===== config.mk =====
export PLATFORM = sky130hd
export DESIGN_NAME = multi_io_fast_read_wrap
export DESIGN_NICKNAME = d
export VERILOG_FILES = /design/src/shared/fast_read_pkg.sv /design/src/rtl/multi_io_fast_read_wrap.sv
export SDC_FILE = /design/constraint.sdc
export NUM_CORES = 1
export LEC_CHECK = 0
export BUFFER_PORTS_ARGS = -buffer_cell sky130_fd_sc_hd__buf_4
export CELL_PAD_IN_SITES_DETAIL_PLACEMENT = 1
export CELL_PAD_IN_SITES_GLOBAL_PLACEMENT = 1
export CORE_MARGIN = 3
export CORE_UTILIZATION = 48
export DETAILED_ROUTE_END_ITERATION = 10
export MAX_ROUTING_LAYER = met4
export PLACE_DENSITY_LB_ADDON = 0.1
export SLEW_MARGIN = 25
export SYNTH_ARGS = -nofsm -noshare
export SYNTH_HDL_FRONTEND = slang
export SYNTH_SLANG_ARGS = --single-unit

===== constraint.sdc =====
create_clock -name i_mclk -period 5.16 [get_ports i_mclk]
set_input_delay 0.516 -clock i_mclk [delete_from_list [all_inputs] [get_ports i_mclk]]
set_output_delay 0.516 -clock i_mclk [all_outputs]
set_load 0.01 [all_outputs]

===== src/shared/fast_read_pkg.sv =====
// Constants, types and state layout of the multi-line fast read sequencer
`default_nettype none

package fast_read_pkg;

  // ==========================================================================
  // Opcodes
  localparam logic [7:0] OPC_QUAD_OUT_READ = 8'h6b;
  localparam logic [7:0] OPC_DUAL_IO_READ  = 8'hbb;
  localparam logic [7:0] OPC_QUAD_IO_READ  = 8'heb;
  localparam logic [7:0] OPC_SET_WRAP      = 8'h77;

  // ==========================================================================
  // Lane widths, in bits per serial clock
  localparam logic [2:0] LANES_SINGLE = 3'h1;
  localparam logic [2:0] LANES_DUAL   = 3'h2;
  localparam logic [2:0] LANES_QUAD   = 3'h4;

  // ==========================================================================
  // Phase lengths, in serial clocks
  localparam logic [4:0] OPC_CLKS_SERIAL    = 5'h08;
  localparam logic [4:0] OPC_CLKS_QUAD      = 5'h02;
  localparam logic [4:0] ADDR_CLKS_SINGLE   = 5'h18;
  localparam logic [4:0] ADDR_CLKS_DUAL     = 5'h0c;
  localparam logic [4:0] ADDR_CLKS_QUAD     = 5'h06;
  localparam logic [4:0] MODE_CLKS_DUAL     = 5'h04;
  localparam logic [4:0] MODE_CLKS_QUAD     = 5'h02;
  localparam logic [4:0] DUMMY_CLKS_QOUT    = 5'h08;
  localparam logic [4:0] DUMMY_CLKS_QIO_SPI = 5'h04;
  localparam logic [4:0] DUMMY_STEP_QPI     = 5'h02;
  localparam logic [4:0] SET_WRAP_CLKS      = 5'h08;

  // ==========================================================================
  // Mode byte, wrap byte and read parameter fields
  localparam int         MODE_SEL_HI      = 5;
  localparam int         MODE_SEL_LO      = 4;
  localparam logic [1:0] MODE_SEL_CONT    = 2'h2;
  localparam int         WRAP_FIELD_HI    = 6;
  localparam int         WRAP_FIELD_LO    = 4;
  localparam int         WRAP_DIS_IDX     = 0;
  localparam logic [2:0] WRAP_RESET       = 3'h1;
  localparam logic [1:0] DUMMY_SEL_RESET  = 2'h0;
  localparam logic [7:0] WRAP_MIN_BYTES   = 8'h08;
  localparam int         ADDR_BITS        = 24;

  typedef enum logic [2:0] {
    ST_OPCODE,
    ST_ADDR,
    ST_MODE,
    ST_DUMMY,
    ST_DATA,
    ST_SET_WRAP,
    ST_IGNORE
  } seq_state_t;

  // Read parameters as loaded by the read-parameter command
  typedef struct packed {
    logic [1:0] dummy_sel;
    logic [1:0] wrap_len;
  } read_param_t;

  typedef struct packed {
    logic [1:0]           cs_n_s;
    logic [1:0]           sclk_s;
    logic [1:0][3:0]      io_s;
    logic                 sclk_d;
    seq_state_t           st;
    logic [7:0]           cmd;
    logic [2:0]           lanes;
    logic [4:0]           cnt;
    logic [ADDR_BITS-1:0] sh;
    logic [ADDR_BITS-1:0] addr;
    logic [7:0]           dbyte;
    logic [2:0]           dclk;
    logic                 cont;
    logic [7:0]           cont_cmd;
    logic [2:0]           wrap;
    logic [1:0]           dummy_sel;
    logic [3:0]           io_out;
    logic [3:0]           io_oe_n;
    logic                 data_ph;
  } seq_regs_t;

endpackage : fast_read_pkg

`default_nettype wire


===== src/rtl/multi_io_fast_read_wrap.sv =====
// Read-side command sequencer for multi-line fast reads with burst wrap
//
// How it works
// Quad output read needs quad enable
// Quad output: opcode, 24-bit address, eight dummies
// Host releases IO lines before data
// Dual IO read: address and data two lines
// Mode byte follows address in IO reads
// Select bits 10 skip opcode next frame
// Other select bits restore opcode decoding
// Host exits dual continuous mode with ones
// Host exits quad continuous mode with ones
// Quad IO read: four lines, four dummies
// Quad IO read needs quad enable
// Wrap loops within aligned page section
// Set wrap: opcode, 24 dummies, wrap byte
// Wrap disable bit and length select
// Wrap setting persists for later reads
// Wrap disabled after reset
// Four-wire dummy count 2/4/6/8, default 2
// Four-wire mode byte counts as dummy
// Four-wire quad IO keeps continuous mode
// Four-wire quad IO read never wraps
// Wrap length kept, reloadable by parameters
// Address increments after each output byte
// Most significant bits on highest line
`default_nettype none

module multi_io_fast_read_wrap
  import fast_read_pkg::*;
(
  input  wire logic                 i_mclk,
  input  wire logic                 i_sys_rst,
  input  wire logic                 i_cs_n,
  input  wire logic                 i_sclk,
  input  wire logic [3:0]           i_io_in,
  input  wire logic                 i_quad_enable_bit,
  input  wire logic                 i_four_wire_command_mode,
  input  wire read_param_t          i_read_param,
  input  wire logic                 i_read_param_load,
  input  wire logic [7:0]           i_mem_data,
  output logic [3:0]                o_io_out,
  output logic [3:0]                o_io_oe_n,
  output logic [ADDR_BITS-1:0]      o_mem_addr,
  output logic [2:0]                o_wrap_setting_bits,
  output logic [1:0]                o_dummy_sel,
  output logic                      o_continuous_read_active,
  output logic                      o_data_phase
);

  seq_regs_t            q;
  seq_regs_t            n;
  logic                 rise;
  logic                 fall;
  logic [ADDR_BITS-1:0] shifted;
  logic [ADDR_BITS-1:0] addr_inc;
  logic [ADDR_BITS-1:0] addr_next;
  logic [ADDR_BITS-1:0] wrap_mask;
  logic [7:0]           wrap_mask8;
  logic                 wrap_on;
  logic [4:0]           qpi_dummy;
  logic [2:0]           data_lanes;
  logic [7:0]           load_byte;

  // ==========================================================================
  // Line enable patterns, active low per line
  localparam logic [3:0] OE_RELEASED = 4'hf;
  localparam logic [3:0] OE_DUAL     = 4'hc;
  localparam logic [3:0] OE_QUAD     = 4'h0;
  localparam int         BYTE_BITS   = 8;

  // ==========================================================================
  // Helpers
  function automatic logic [ADDR_BITS-1:0] shift_in(input logic [ADDR_BITS-1:0] v,
                                                    input logic [3:0]           io,
                                                    input logic [2:0]           w);
    case (w)
      LANES_QUAD: return {v[ADDR_BITS-5:0], io};
      LANES_DUAL: return {v[ADDR_BITS-3:0], io[1:0]};
      default:    return {v[ADDR_BITS-2:0], io[0]};
    endcase
  endfunction : shift_in

  function automatic logic [2:0] lanes_of(input logic [7:0] c);
    if (c == OPC_DUAL_IO_READ) begin
      return LANES_DUAL;
    end
    return LANES_QUAD;
  endfunction : lanes_of

  function automatic logic [4:0] addr_clks(input logic [2:0] w);
    case (w)
      LANES_QUAD: return ADDR_CLKS_QUAD;
      LANES_DUAL: return ADDR_CLKS_DUAL;
      default:    return ADDR_CLKS_SINGLE;
    endcase
  endfunction : addr_clks

  // ==========================================================================
  // Next-state logic
  always_comb begin
    n          = q;
    rise       = q.sclk_s[1] & ~q.sclk_d;
    fall       = ~q.sclk_s[1] & q.sclk_d;
    shifted    = shift_in(q.sh, q.io_s[1], q.lanes);
    addr_inc   = q.addr + {{(ADDR_BITS-1){1'b0}}, 1'b1};
    wrap_mask8 = 8'((WRAP_MIN_BYTES << q.wrap[2:1]) - 8'h01);
    wrap_mask  = {{(ADDR_BITS-8){1'b0}}, wrap_mask8};
    wrap_on    = (q.cmd == OPC_QUAD_IO_READ) && !q.wrap[WRAP_DIS_IDX]
                 && !i_four_wire_command_mode;
    addr_next  = wrap_on ? ((q.addr & ~wrap_mask) | (addr_inc & wrap_mask))
                         : addr_inc;
    qpi_dummy  = 5'((DUMMY_STEP_QPI * ({3'h0, q.dummy_sel} + 5'h01)) - MODE_CLKS_QUAD);
    data_lanes = (q.cmd == OPC_DUAL_IO_READ) ? LANES_DUAL : LANES_QUAD;
    load_byte  = i_mem_data;

    n.cs_n_s = {q.cs_n_s[0], i_cs_n};
    n.sclk_s = {q.sclk_s[0], i_sclk};
    n.io_s   = {q.io_s[0], i_io_in};
    n.sclk_d = q.sclk_s[1];

    if (i_read_param_load) begin
      n.dummy_sel = i_read_param.dummy_sel;
      n.wrap[2:1] = i_read_param.wrap_len;
    end

    if (q.cs_n_s[1]) begin
      // Deselected: release lines and arm the next frame
      n.io_oe_n = OE_RELEASED;
      n.io_out  = 4'h0;
      n.sh      = '0;
      n.dclk    = 3'h0;
      if (q.cont) begin
        n.st    = ST_ADDR;
        n.cmd   = q.cont_cmd;
        n.lanes = lanes_of(q.cont_cmd);
        n.cnt   = addr_clks(lanes_of(q.cont_cmd));
      end else begin
        n.st    = ST_OPCODE;
        n.cmd   = 8'h00;
        n.lanes = i_four_wire_command_mode ? LANES_QUAD : LANES_SINGLE;
        n.cnt   = i_four_wire_command_mode ? OPC_CLKS_QUAD : OPC_CLKS_SERIAL;
      end
    end else if (rise) begin
      n.sh  = shifted;
      n.cnt = q.cnt - 5'h01;
      case (q.st)
        ST_OPCODE: begin
          if (q.cnt == 5'h01) begin
            n.cmd = shifted[7:0];
            n.sh  = '0;
            if (shifted[7:0] == OPC_QUAD_OUT_READ && i_quad_enable_bit
                && !i_four_wire_command_mode) begin
              n.st    = ST_ADDR;
              n.lanes = LANES_SINGLE;
              n.cnt   = ADDR_CLKS_SINGLE;
            end else if (shifted[7:0] == OPC_DUAL_IO_READ && !i_four_wire_command_mode) begin
              n.st    = ST_ADDR;
              n.lanes = LANES_DUAL;
              n.cnt   = ADDR_CLKS_DUAL;
            end else if (shifted[7:0] == OPC_QUAD_IO_READ && i_quad_enable_bit) begin
              n.st    = ST_ADDR;
              n.lanes = LANES_QUAD;
              n.cnt   = ADDR_CLKS_QUAD;
            end else if (shifted[7:0] == OPC_SET_WRAP && !i_four_wire_command_mode) begin
              n.st    = ST_SET_WRAP;
              n.lanes = LANES_QUAD;
              n.cnt   = SET_WRAP_CLKS;
            end else begin
              n.st = ST_IGNORE;
            end
          end
        end
        ST_ADDR: begin
          if (q.cnt == 5'h01) begin
            n.addr = shifted;
            n.sh   = '0;
            if (q.cmd == OPC_QUAD_OUT_READ) begin
              n.st  = ST_DUMMY;
              n.cnt = DUMMY_CLKS_QOUT;
            end else begin
              n.st  = ST_MODE;
              n.cnt = (q.lanes == LANES_DUAL) ? MODE_CLKS_DUAL : MODE_CLKS_QUAD;
            end
          end
        end
        ST_MODE: begin
          if (q.cnt == 5'h01) begin
            n.cont     = (shifted[MODE_SEL_HI:MODE_SEL_LO] == MODE_SEL_CONT);
            n.cont_cmd = q.cmd;
            n.dclk     = 3'h0;
            if (q.cmd == OPC_DUAL_IO_READ) begin
              n.st = ST_DATA;
            end else if (!i_four_wire_command_mode) begin
              n.st  = ST_DUMMY;
              n.cnt = DUMMY_CLKS_QIO_SPI;
            end else if (qpi_dummy == 5'h00) begin
              n.st = ST_DATA;
            end else begin
              n.st  = ST_DUMMY;
              n.cnt = qpi_dummy;
            end
          end
        end
        ST_DUMMY: begin
          n.sh = '0;
          if (q.cnt == 5'h01) begin
            n.st   = ST_DATA;
            n.dclk = 3'h0;
          end
        end
        ST_SET_WRAP: begin
          if (q.cnt == 5'h01) begin
            n.wrap = shifted[WRAP_FIELD_HI:WRAP_FIELD_LO];
            n.st   = ST_IGNORE;
          end
        end
        ST_DATA: begin
          n.sh  = q.sh;
          n.cnt = q.cnt;
        end
        ST_IGNORE: begin
          n.sh  = q.sh;
          n.cnt = q.cnt;
        end
        default: begin
          n.st = ST_IGNORE;
        end
      endcase
    end else if (fall && q.st == ST_DATA) begin
      // Shift the next group of bits out, reloading per byte
      if (q.dclk == 3'h0) begin
        n.addr = addr_next;
        n.dclk = 3'((BYTE_BITS / data_lanes) - 1);
      end else begin
        load_byte = q.dbyte;
        n.dclk    = q.dclk - 3'h1;
      end
      if (data_lanes == LANES_DUAL) begin
        n.io_out  = {2'h0, load_byte[7:6]};
        n.io_oe_n = OE_DUAL;
        n.dbyte   = {load_byte[5:0], 2'h0};
      end else begin
        n.io_out  = load_byte[7:4];
        n.io_oe_n = OE_QUAD;
        n.dbyte   = {load_byte[3:0], 4'h0};
      end
    end

    // Data phase flag registered so the output comes from a flop
    n.data_ph = (n.st == ST_DATA) && !n.cs_n_s[1];
  end

  // ==========================================================================
  // State register
  always_ff @(posedge i_mclk) begin
    if (i_sys_rst) begin
      q.cs_n_s    <= 2'h3;
      q.sclk_s    <= 2'h0;
      q.io_s      <= '0;
      q.sclk_d    <= 1'b0;
      q.st        <= ST_OPCODE;
      q.cmd       <= 8'h00;
      q.lanes     <= LANES_SINGLE;
      q.cnt       <= OPC_CLKS_SERIAL;
      q.sh        <= '0;
      q.addr      <= '0;
      q.dbyte     <= 8'h00;
      q.dclk      <= 3'h0;
      q.cont      <= 1'b0;
      q.cont_cmd  <= 8'h00;
      q.wrap      <= WRAP_RESET;
      q.dummy_sel <= DUMMY_SEL_RESET;
      q.io_out    <= 4'h0;
      q.io_oe_n   <= OE_RELEASED;
      q.data_ph   <= 1'b0;
    end else begin
      q <= n;
    end
  end

  // ==========================================================================
  // Outputs
  assign o_io_out                 = q.io_out;
  assign o_io_oe_n                = q.io_oe_n;
  assign o_mem_addr               = q.addr;
  assign o_wrap_setting_bits      = q.wrap;
  assign o_dummy_sel              = q.dummy_sel;
  assign o_continuous_read_active = q.cont;
  assign o_data_phase             = q.data_ph;

endmodule : multi_io_fast_read_wrap

`default_nettype wire


Yosys cells after proc, flatten, opt, wreduce, memory -nomap -nowiden
Cells that the tools add are included.
- $add $sub $neg: 7
- multipliers: 0
- divide/modulo/power cells: 1
- order comparisons: 0
- equality and inequality tests: 28
- shifts and indexed selects: 1
- mux-type cells: 61
- bitwise operators: 11
- reductions and logical operators: 33
- operators by type and width (cell ; count):
    $mux W43 ; 3
    $mux W24 ; 4
    $pmux W24 S4 ; 1
    $mux W3 ; 24
    $mux W8 ; 7
    $mux W53 ; 1
    $pmux W24 S2 ; 1
    $eq A8 B8 Y1 const B ; 5
    $mux W35 ; 1
    $div A4 B3 Y32 const A ; 1
    $add A24 B1 Y24 const B ; 1
    $and A24 B24 Y24 ; 1
    $and A24 B8 Y24 ; 1
    $eq A8 B7 Y1 const B ; 3
    $not A8 Y24 ; 1
    $or A24 B24 Y24 ; 1
    $mux W5 ; 4
    $pmux W5 S4 ; 1
    $eq A3 B3 Y1 const B ; 6
    $pmux W3 S6 ; 1
    $mux W17 ; 1
    $reduce_and A4 Y1 ; 4
    $eq A3 B2 Y1 const B ; 5
    $mux W12 ; 1
    other kinds (30) ; 63
- bits in registers: 114
- bits in latches: 0
- bits in writable memories: 0
- bits in read-only memories: 0
- input bits: 23
- output and inout bits: 39
- word-level logic and storage cells: 163
- memories kept: 0

Depth between registers and ports, before layout
- word-level depth: 14
- gate-level depth with buffers: 11
- mapped depth without buffers: 10

Least setup slack after synthesis
No wires, ideal clock.
- path kind: flip-flop to flip-flop
- start: reg q[89] (netlist bit)
- end: reg q[84] (netlist bit)
- library setup time: 139 ps
- arrival: 2212 ps
- required time: 5021 ps
- setup slack: 2810 ps
- stages on the path, launching flop included: 10
- buffers on the path: 1
- period minus slack after synthesis: 2350 ps
- path through: dfxtp_1 > buf_6 > nand2b_1 > o22a_1 > o22a_1 > or4_4 > nor2_1 > and3b_1 > o221ai_2 > a311oi_2
- longest elaborated chain between the ends: 12
- elaborated cells between the ends (all ways): 23
- classes of those cells: eq/ne (6); mux (12); reduce/logical (5)
- RTL lines (what ; RTL line ; text):
    start, declared ; multi_io_fast_read_wrap.sv:51 ; seq_regs_t q;
    start signal, assigned ; multi_io_fast_read_wrap.sv:278 ; q <= n;
    $eq A3 B2 Y1 or $eq A3 B3 Y1 (tied branches) ; multi_io_fast_read_wrap.sv:77, multi_io_fast_read_wrap.sv:183 ;
    $pmux W24 S2 ; multi_io_fast_read_wrap.sv:77 ; case (w)
    $eq A8 B7 Y1 ; multi_io_fast_read_wrap.sv:165 ; end else if (shifted[7:0] == OPC_SET_WRAP && !i_four_wire_command_mode) begin
    $logic_and A1 B1 Y1 ; multi_io_fast_read_wrap.sv:165 ;
    $mux W8 ; multi_io_fast_read_wrap.sv:165 ;
    $mux W8 ; multi_io_fast_read_wrap.sv:161 ; end else if (shifted[7:0] == OPC_QUAD_IO_READ && i_quad_enable_bit) begin
    $mux W8 ; multi_io_fast_read_wrap.sv:157 ; end else if (shifted[7:0] == OPC_DUAL_IO_READ && !i_four_wire_command_mode) begin
    $mux W8 ; multi_io_fast_read_wrap.sv:152 ; if (shifted[7:0] == OPC_QUAD_OUT_READ && i_quad_enable_bit
    $mux W43 ; multi_io_fast_read_wrap.sv:149 ; if (q.cnt == 5'h01) begin
    $pmux W5 S4 (*) ; multi_io_fast_read_wrap.sv:147 ; case (q.st)
    $mux W43 (*) ; multi_io_fast_read_wrap.sv:144 ; end else if (rise) begin
    $mux W43 (*) ; multi_io_fast_read_wrap.sv:127 ; if (q.cs_n_s[1]) begin
Mark *: on every way between the ends. The rest lies on a longest branch, timed or not. The select of a mux whose other input is x is not followed.
A chain may end at the register's enable or synchronous reset.

Worst setup path after layout
Same ends and word-level chain as after synthesis.

==> summary.txt <==
Clocking
  • Clock latency reported for the late side of the worst-skew pair: 0.36 ns
  • Post-CTS setup buffers: 0
  • H-tree levels: 3
  • Clock root buffer: sky130_fd_sc_hd__clkbuf_16
  • Clock buffers created by TritonCTS: 9
  • Post-cts resize count: 0
  • Register clock-pin slew on the reported worst setup and hold paths: 0.08 ns
  • Clock tree sinks: 109
  • TritonCTS clock tree: yes
  • # hold bufs at CTS: 0
  • Maximum clock insertion buffer count: 2

Setup path
  • Required arrival time at the worst endpoint: 5.37 ns
  • Dominant delay contributor by cell family on the critical path: simple AND/OR/NAND/NOR gates
  • Master of the slowest instance on the critical path: sky130_fd_sc_hd__nand2b_1
  • Crit Path Max Fanout: 22
  • Count of buffer and inverter cells on the critical path: 0
  • Sequence of cells on the critical path: nand2b_1, o22a_1, o22ai_2, or4_4, nor2_1, and3b_1, o221ai_2, a311oi_2
  • CP Class: flop to flop
  • Critical path arrival: 3.50 ns
  • Kind of start point of the critical path: flop
  • Worst R2R Setup Slack: 1.87 ns
  • Beginning of the worst register-to-register path: q[89]$_SDFFE_PP0P_
  • R2r worst-path depth: 8
  • Worst R2R End: q[84]$_SDFFE_PP0P_
  • Largest stage delay, worst path: 0.74 ns
  • Critical Path Sink Type: flop

Final layout
  • Sequential Area: 2180 sq um
  • Most frequent cells in the layout: sky130_fd_sc_hd__dfxtp_1 (108), sky130_fd_sc_hd__nor2_1 (107), sky130_fd_sc_hd__a21oi_1 (76), sky130_fd_sc_hd__nand2_1 (71), sky130_fd_sc_hd__buf_4 (70)
  • Synth-to-Final Area Change: 8.98%
  • Antenna diode count: 0
  • Post-route cell area: 7060 sq um
  • Number of non-filler instances in the completed layout: 1,001
  • Most frequent standard cell in the layout excluding fill and tap cells: sky130_fd_sc_hd__dfxtp_1
  • Count of fill cells added during filler insertion: 1,617
  • Fin nets: 855
  • Core Util, Final: 0.546
  • Share of layout cells above drive strength 1: 0.139
  • Footprint of the multi-input gates: 3760 sq um

Global routing
  • Total congestion overflow after global routing: 0
  • Overall Global Routing Usage: 0.301
  • Antenna violations before repair: 0
  • Via count of the first global-routing pass: 6,568
  • Pin count of the biggest net entering global routing: 78
  • Wire length of the first global-routing pass: 34,600 microns

STA
  • Slew Limit Headroom: 0.394
  • Final Max Slew Viols: 0
  • Period utilisation layout: 0.638
  • Final Hold Fails: 0
  • Unrepaired setup endpoints after global routing: false
  • Minimum setup slack in the final design: 1.87 ns
  • Post-route clock skew: 0.00858 ns
  • Setup violation total in the final timing report: 0
  • Clock period minus final worst setup slack: 3.29 ns
  • Post-route setup TNS: 0 ns
  • Measured slew at the worst slew-check pin: 0.906 ns
  • Highest clock frequency the design can meet: 304 MHz

Drt
  • Final Routed Wirelength: 21,600 microns
  • 1st-pass router iterations: 5
  • Detailed-route via count: 6,482
  • Count of antenna-violating nets left after detailed routing: 0
  • Via density per instance: 6.48
  • Routed wirelength normalized by instance count: 21.6 microns
  • Remaining routing DRC violations: 0
  • DRC marker count from the first detailed-route iteration: 567

Place
  • Post-detailed-placement cell area: 6730 sq um
  • Final HPWL from detailed placement: 15,200 microns
  • Number of port buffers: 61
  • Routability-driven placement congestion ratio: 0.912
  • Placed Cells: 985
  • Worst slack, placed: 1.79 ns

Power
  • Register share of total power: 0.491
  • Power Dens Cells: 250 nW/um^2
  • Highest ir drop seen on vdd: 0.195 mV
  • Reported net switching power: 428 uW
  • Internal power: 1.33 mW
  • Combinational fraction of design power: 0.067
  • Part of the power in the clock network: 0.442
  • Leak Pwr: 2.43 nW
  • Switching share of total power: 0.243

Floorplanning
  • FP Rows: 41
  • Overall die area: 14,900 sq um
  • Core Area: 12,900 sq um
  • Height of the die: 122 microns
  • Initial core utilization: 0.501
  • Number of placed I/O pins: 62
  • Die extent in x: 122 microns

Yosys
  • Unique masters post-synth: 71
  • Post-synthesis instance area: 6480 sq um
  • Proportion of synthesized flip-flops having asynchronous set or reset: 0
  • Warning count from the yosys run: 0
  • Total nets after synthesis: 866
  • Number of instances in the synthesized netlist: 835
  • Sequential-to-total area share from yosys stat: 0.337
  • Area fraction of the dominant cell type after synthesis: 0.337
  • Post-Syn Area per Cell: 7.76 sq um
  • Leading cell types by total area after synthesis: sky130_fd_sc_hd__dfxtp_1 (34%), sky130_fd_sc_hd__nor2_1 (6.2%), sky130_fd_sc_hd__a21oi_1 (5.9%)
  • Dominant cell type by area after synthesis: sky130_fd_sc_hd__dfxtp_1
  • Post-synth EDFFs: 0
  • #FFs+latches synth: 109
  • Top_reg_cell synth: sky130_fd_sc_hd__dfxtp_1

Hold path
  • Hold path startpoint: i_cs_n
  • Worst Hold Path Cells: 2
  • Worst-case hold path end point: n[113]$_SDFF_PP1_
  • Worst hold-check path type: input port to flop

Job
  • Max-cap violation count: 0

Outcome
  • Run status: finished, final reports clean
power groups by stage:
stage	logic (mW)	registers (mW)	clock network, mW
detailed placement	0.116	0.884	0
floorplan	0.0875	0.875	0
global placement	0.112	0.883	0
finish	0.118	0.865	0.780
global route	0.129	0.867	0.830
CTS	0.117	0.865	0.786
cell type report:
class / instances / share of cell area
Inverter: 15 / 0.00797
Timing Repair Buffer: 70 / 0.0744
Clock buffer: 10 / 0.0338
Sequential cell: 109 / 0.309
Clock inverter: 6 / 0.0119
Tap cell: 172 / 0.0305
Multi-Input combinational cell: 619 / 0.532
layer usage:
metal	GRT usage	up-vias	wire [microns]
met5	-	-	0
met2	0.491	197	10500
li1	-	3001	-
met3	0.0487	59	840
met1	0.365	3225	9270
met4	0.142	0	962
cell families after synthesis:
family	after synthesis	share of synthesized area
adders and majority gates	8	0.0154
muxes	18	0.0286
AOI/OAI and AO/OA	266	0.278
xor gates and xnor gates	8	0.0108
DFF	109	0.337
buffers and inverters	107	0.0867
and+or+nand+nor	319	0.243
worst max path at each step:
stage | start | to | slack (ns) | cells after the start
CTS | q[87]$_SDFFE_PP1P_ | q[84]$_SDFFE_PP0P_ | 1.75 | 8
floorplan | q[89]$_SDFFE_PP0P_ | q[84]$_SDFFE_PP0P_ | 2.81 | 9
finish | q[89]$_SDFFE_PP0P_ | q[84]$_SDFFE_PP0P_ | 1.87 | 8
detailed placement | q[87]$_SDFFE_PP1P_ | q[84]$_SDFFE_PP0P_ | 1.79 | 8
global route | q[88]$_SDFFE_PP0P_ | q[84]$_SDFFE_PP0P_ | 1.70 | 8
global placement | q[87]$_SDFFE_PP1P_ | q[84]$_SDFFE_PP0P_ | 2.03 | 8
registers in the layout, indices dropped and copies added, names as in the netlist:
name and flops:
o_mem_addr 24, o_wrap_setting_bits 3, o_dummy_sel 2, o_io_oe_n 2, n 7, o_io_out 4, o_data_phase 1, o_continuous_read_active 1
q 65
Yosys cell counts, types with 4 or more instances:
| cell type | number |
|---|---|
| sky130_fd_sc_hd__inv_1 | 15 |
| sky130_fd_sc_hd__dfxtp_1 | 109 |
| sky130_fd_sc_hd__a211o_1 | 4 |
| sky130_fd_sc_hd__mux2i_1 | 17 |
| sky130_fd_sc_hd__nor2_1 | 107 |
| sky130_fd_sc_hd__xnor2_1 | 5 |
| sky130_fd_sc_hd__and3_1 | 4 |
| sky130_fd_sc_hd__nand4_1 | 9 |
| sky130_fd_sc_hd__nor3_1 | 29 |
| sky130_fd_sc_hd__a211oi_1 | 28 |
| sky130_fd_sc_hd__o31ai_1 | 6 |
| sky130_fd_sc_hd__o21ai_0 | 44 |
| sky130_fd_sc_hd__nand2b_1 | 8 |
| sky130_fd_sc_hd__o22a_1 | 14 |
| sky130_fd_sc_hd__nor2b_1 | 22 |
| sky130_fd_sc_hd__or2_2 | 4 |
| sky130_fd_sc_hd__buf_1 | 5 |
| sky130_fd_sc_hd__a31oi_1 | 9 |
| sky130_fd_sc_hd__ha_1 | 8 |
| sky130_fd_sc_hd__nand2_1 | 71 |
| sky130_fd_sc_hd__a21oi_1 | 76 |
| sky130_fd_sc_hd__buf_2 | 5 |
| sky130_fd_sc_hd__clkbuf_1 | 42 |
| sky130_fd_sc_hd__o221ai_1 | 15 |
| sky130_fd_sc_hd__buf_4 | 39 |
| sky130_fd_sc_hd__nor3b_1 | 8 |
| sky130_fd_sc_hd__o22ai_1 | 17 |
| sky130_fd_sc_hd__a22oi_1 | 16 |
| sky130_fd_sc_hd__nor4_1 | 5 |
| sky130_fd_sc_hd__nand3_1 | 22 |
| sky130_fd_sc_hd__and2_1 | 7 |
per-stage QoR:
step	hold WS [ns]	power [mW]
final	0.334	1.76
after global routing	0.332	1.83
after CTS	0.328	1.77
after detailed placement	0.427	1.00
after global placement	0.417	0.995
after floorplan	0.414	0.963
worst reg2reg max path, stage by stage (launching register included):
cell and delay [ns]:
sky130_fd_sc_hd__dfxtp_1 0.49, sky130_fd_sc_hd__nand2b_1 0.74, sky130_fd_sc_hd__o22a_1 0.28, sky130_fd_sc_hd__o22ai_2 0.15, sky130_fd_sc_hd__or4_4 0.59, sky130_fd_sc_hd__nor2_1 0.32, sky130_fd_sc_hd__and3b_1 0.25, sky130_fd_sc_hd__o221ai_2 0.19
sky130_fd_sc_hd__a311oi_2 0.13
No activity file was read; power rests on OpenSTA's default activity.
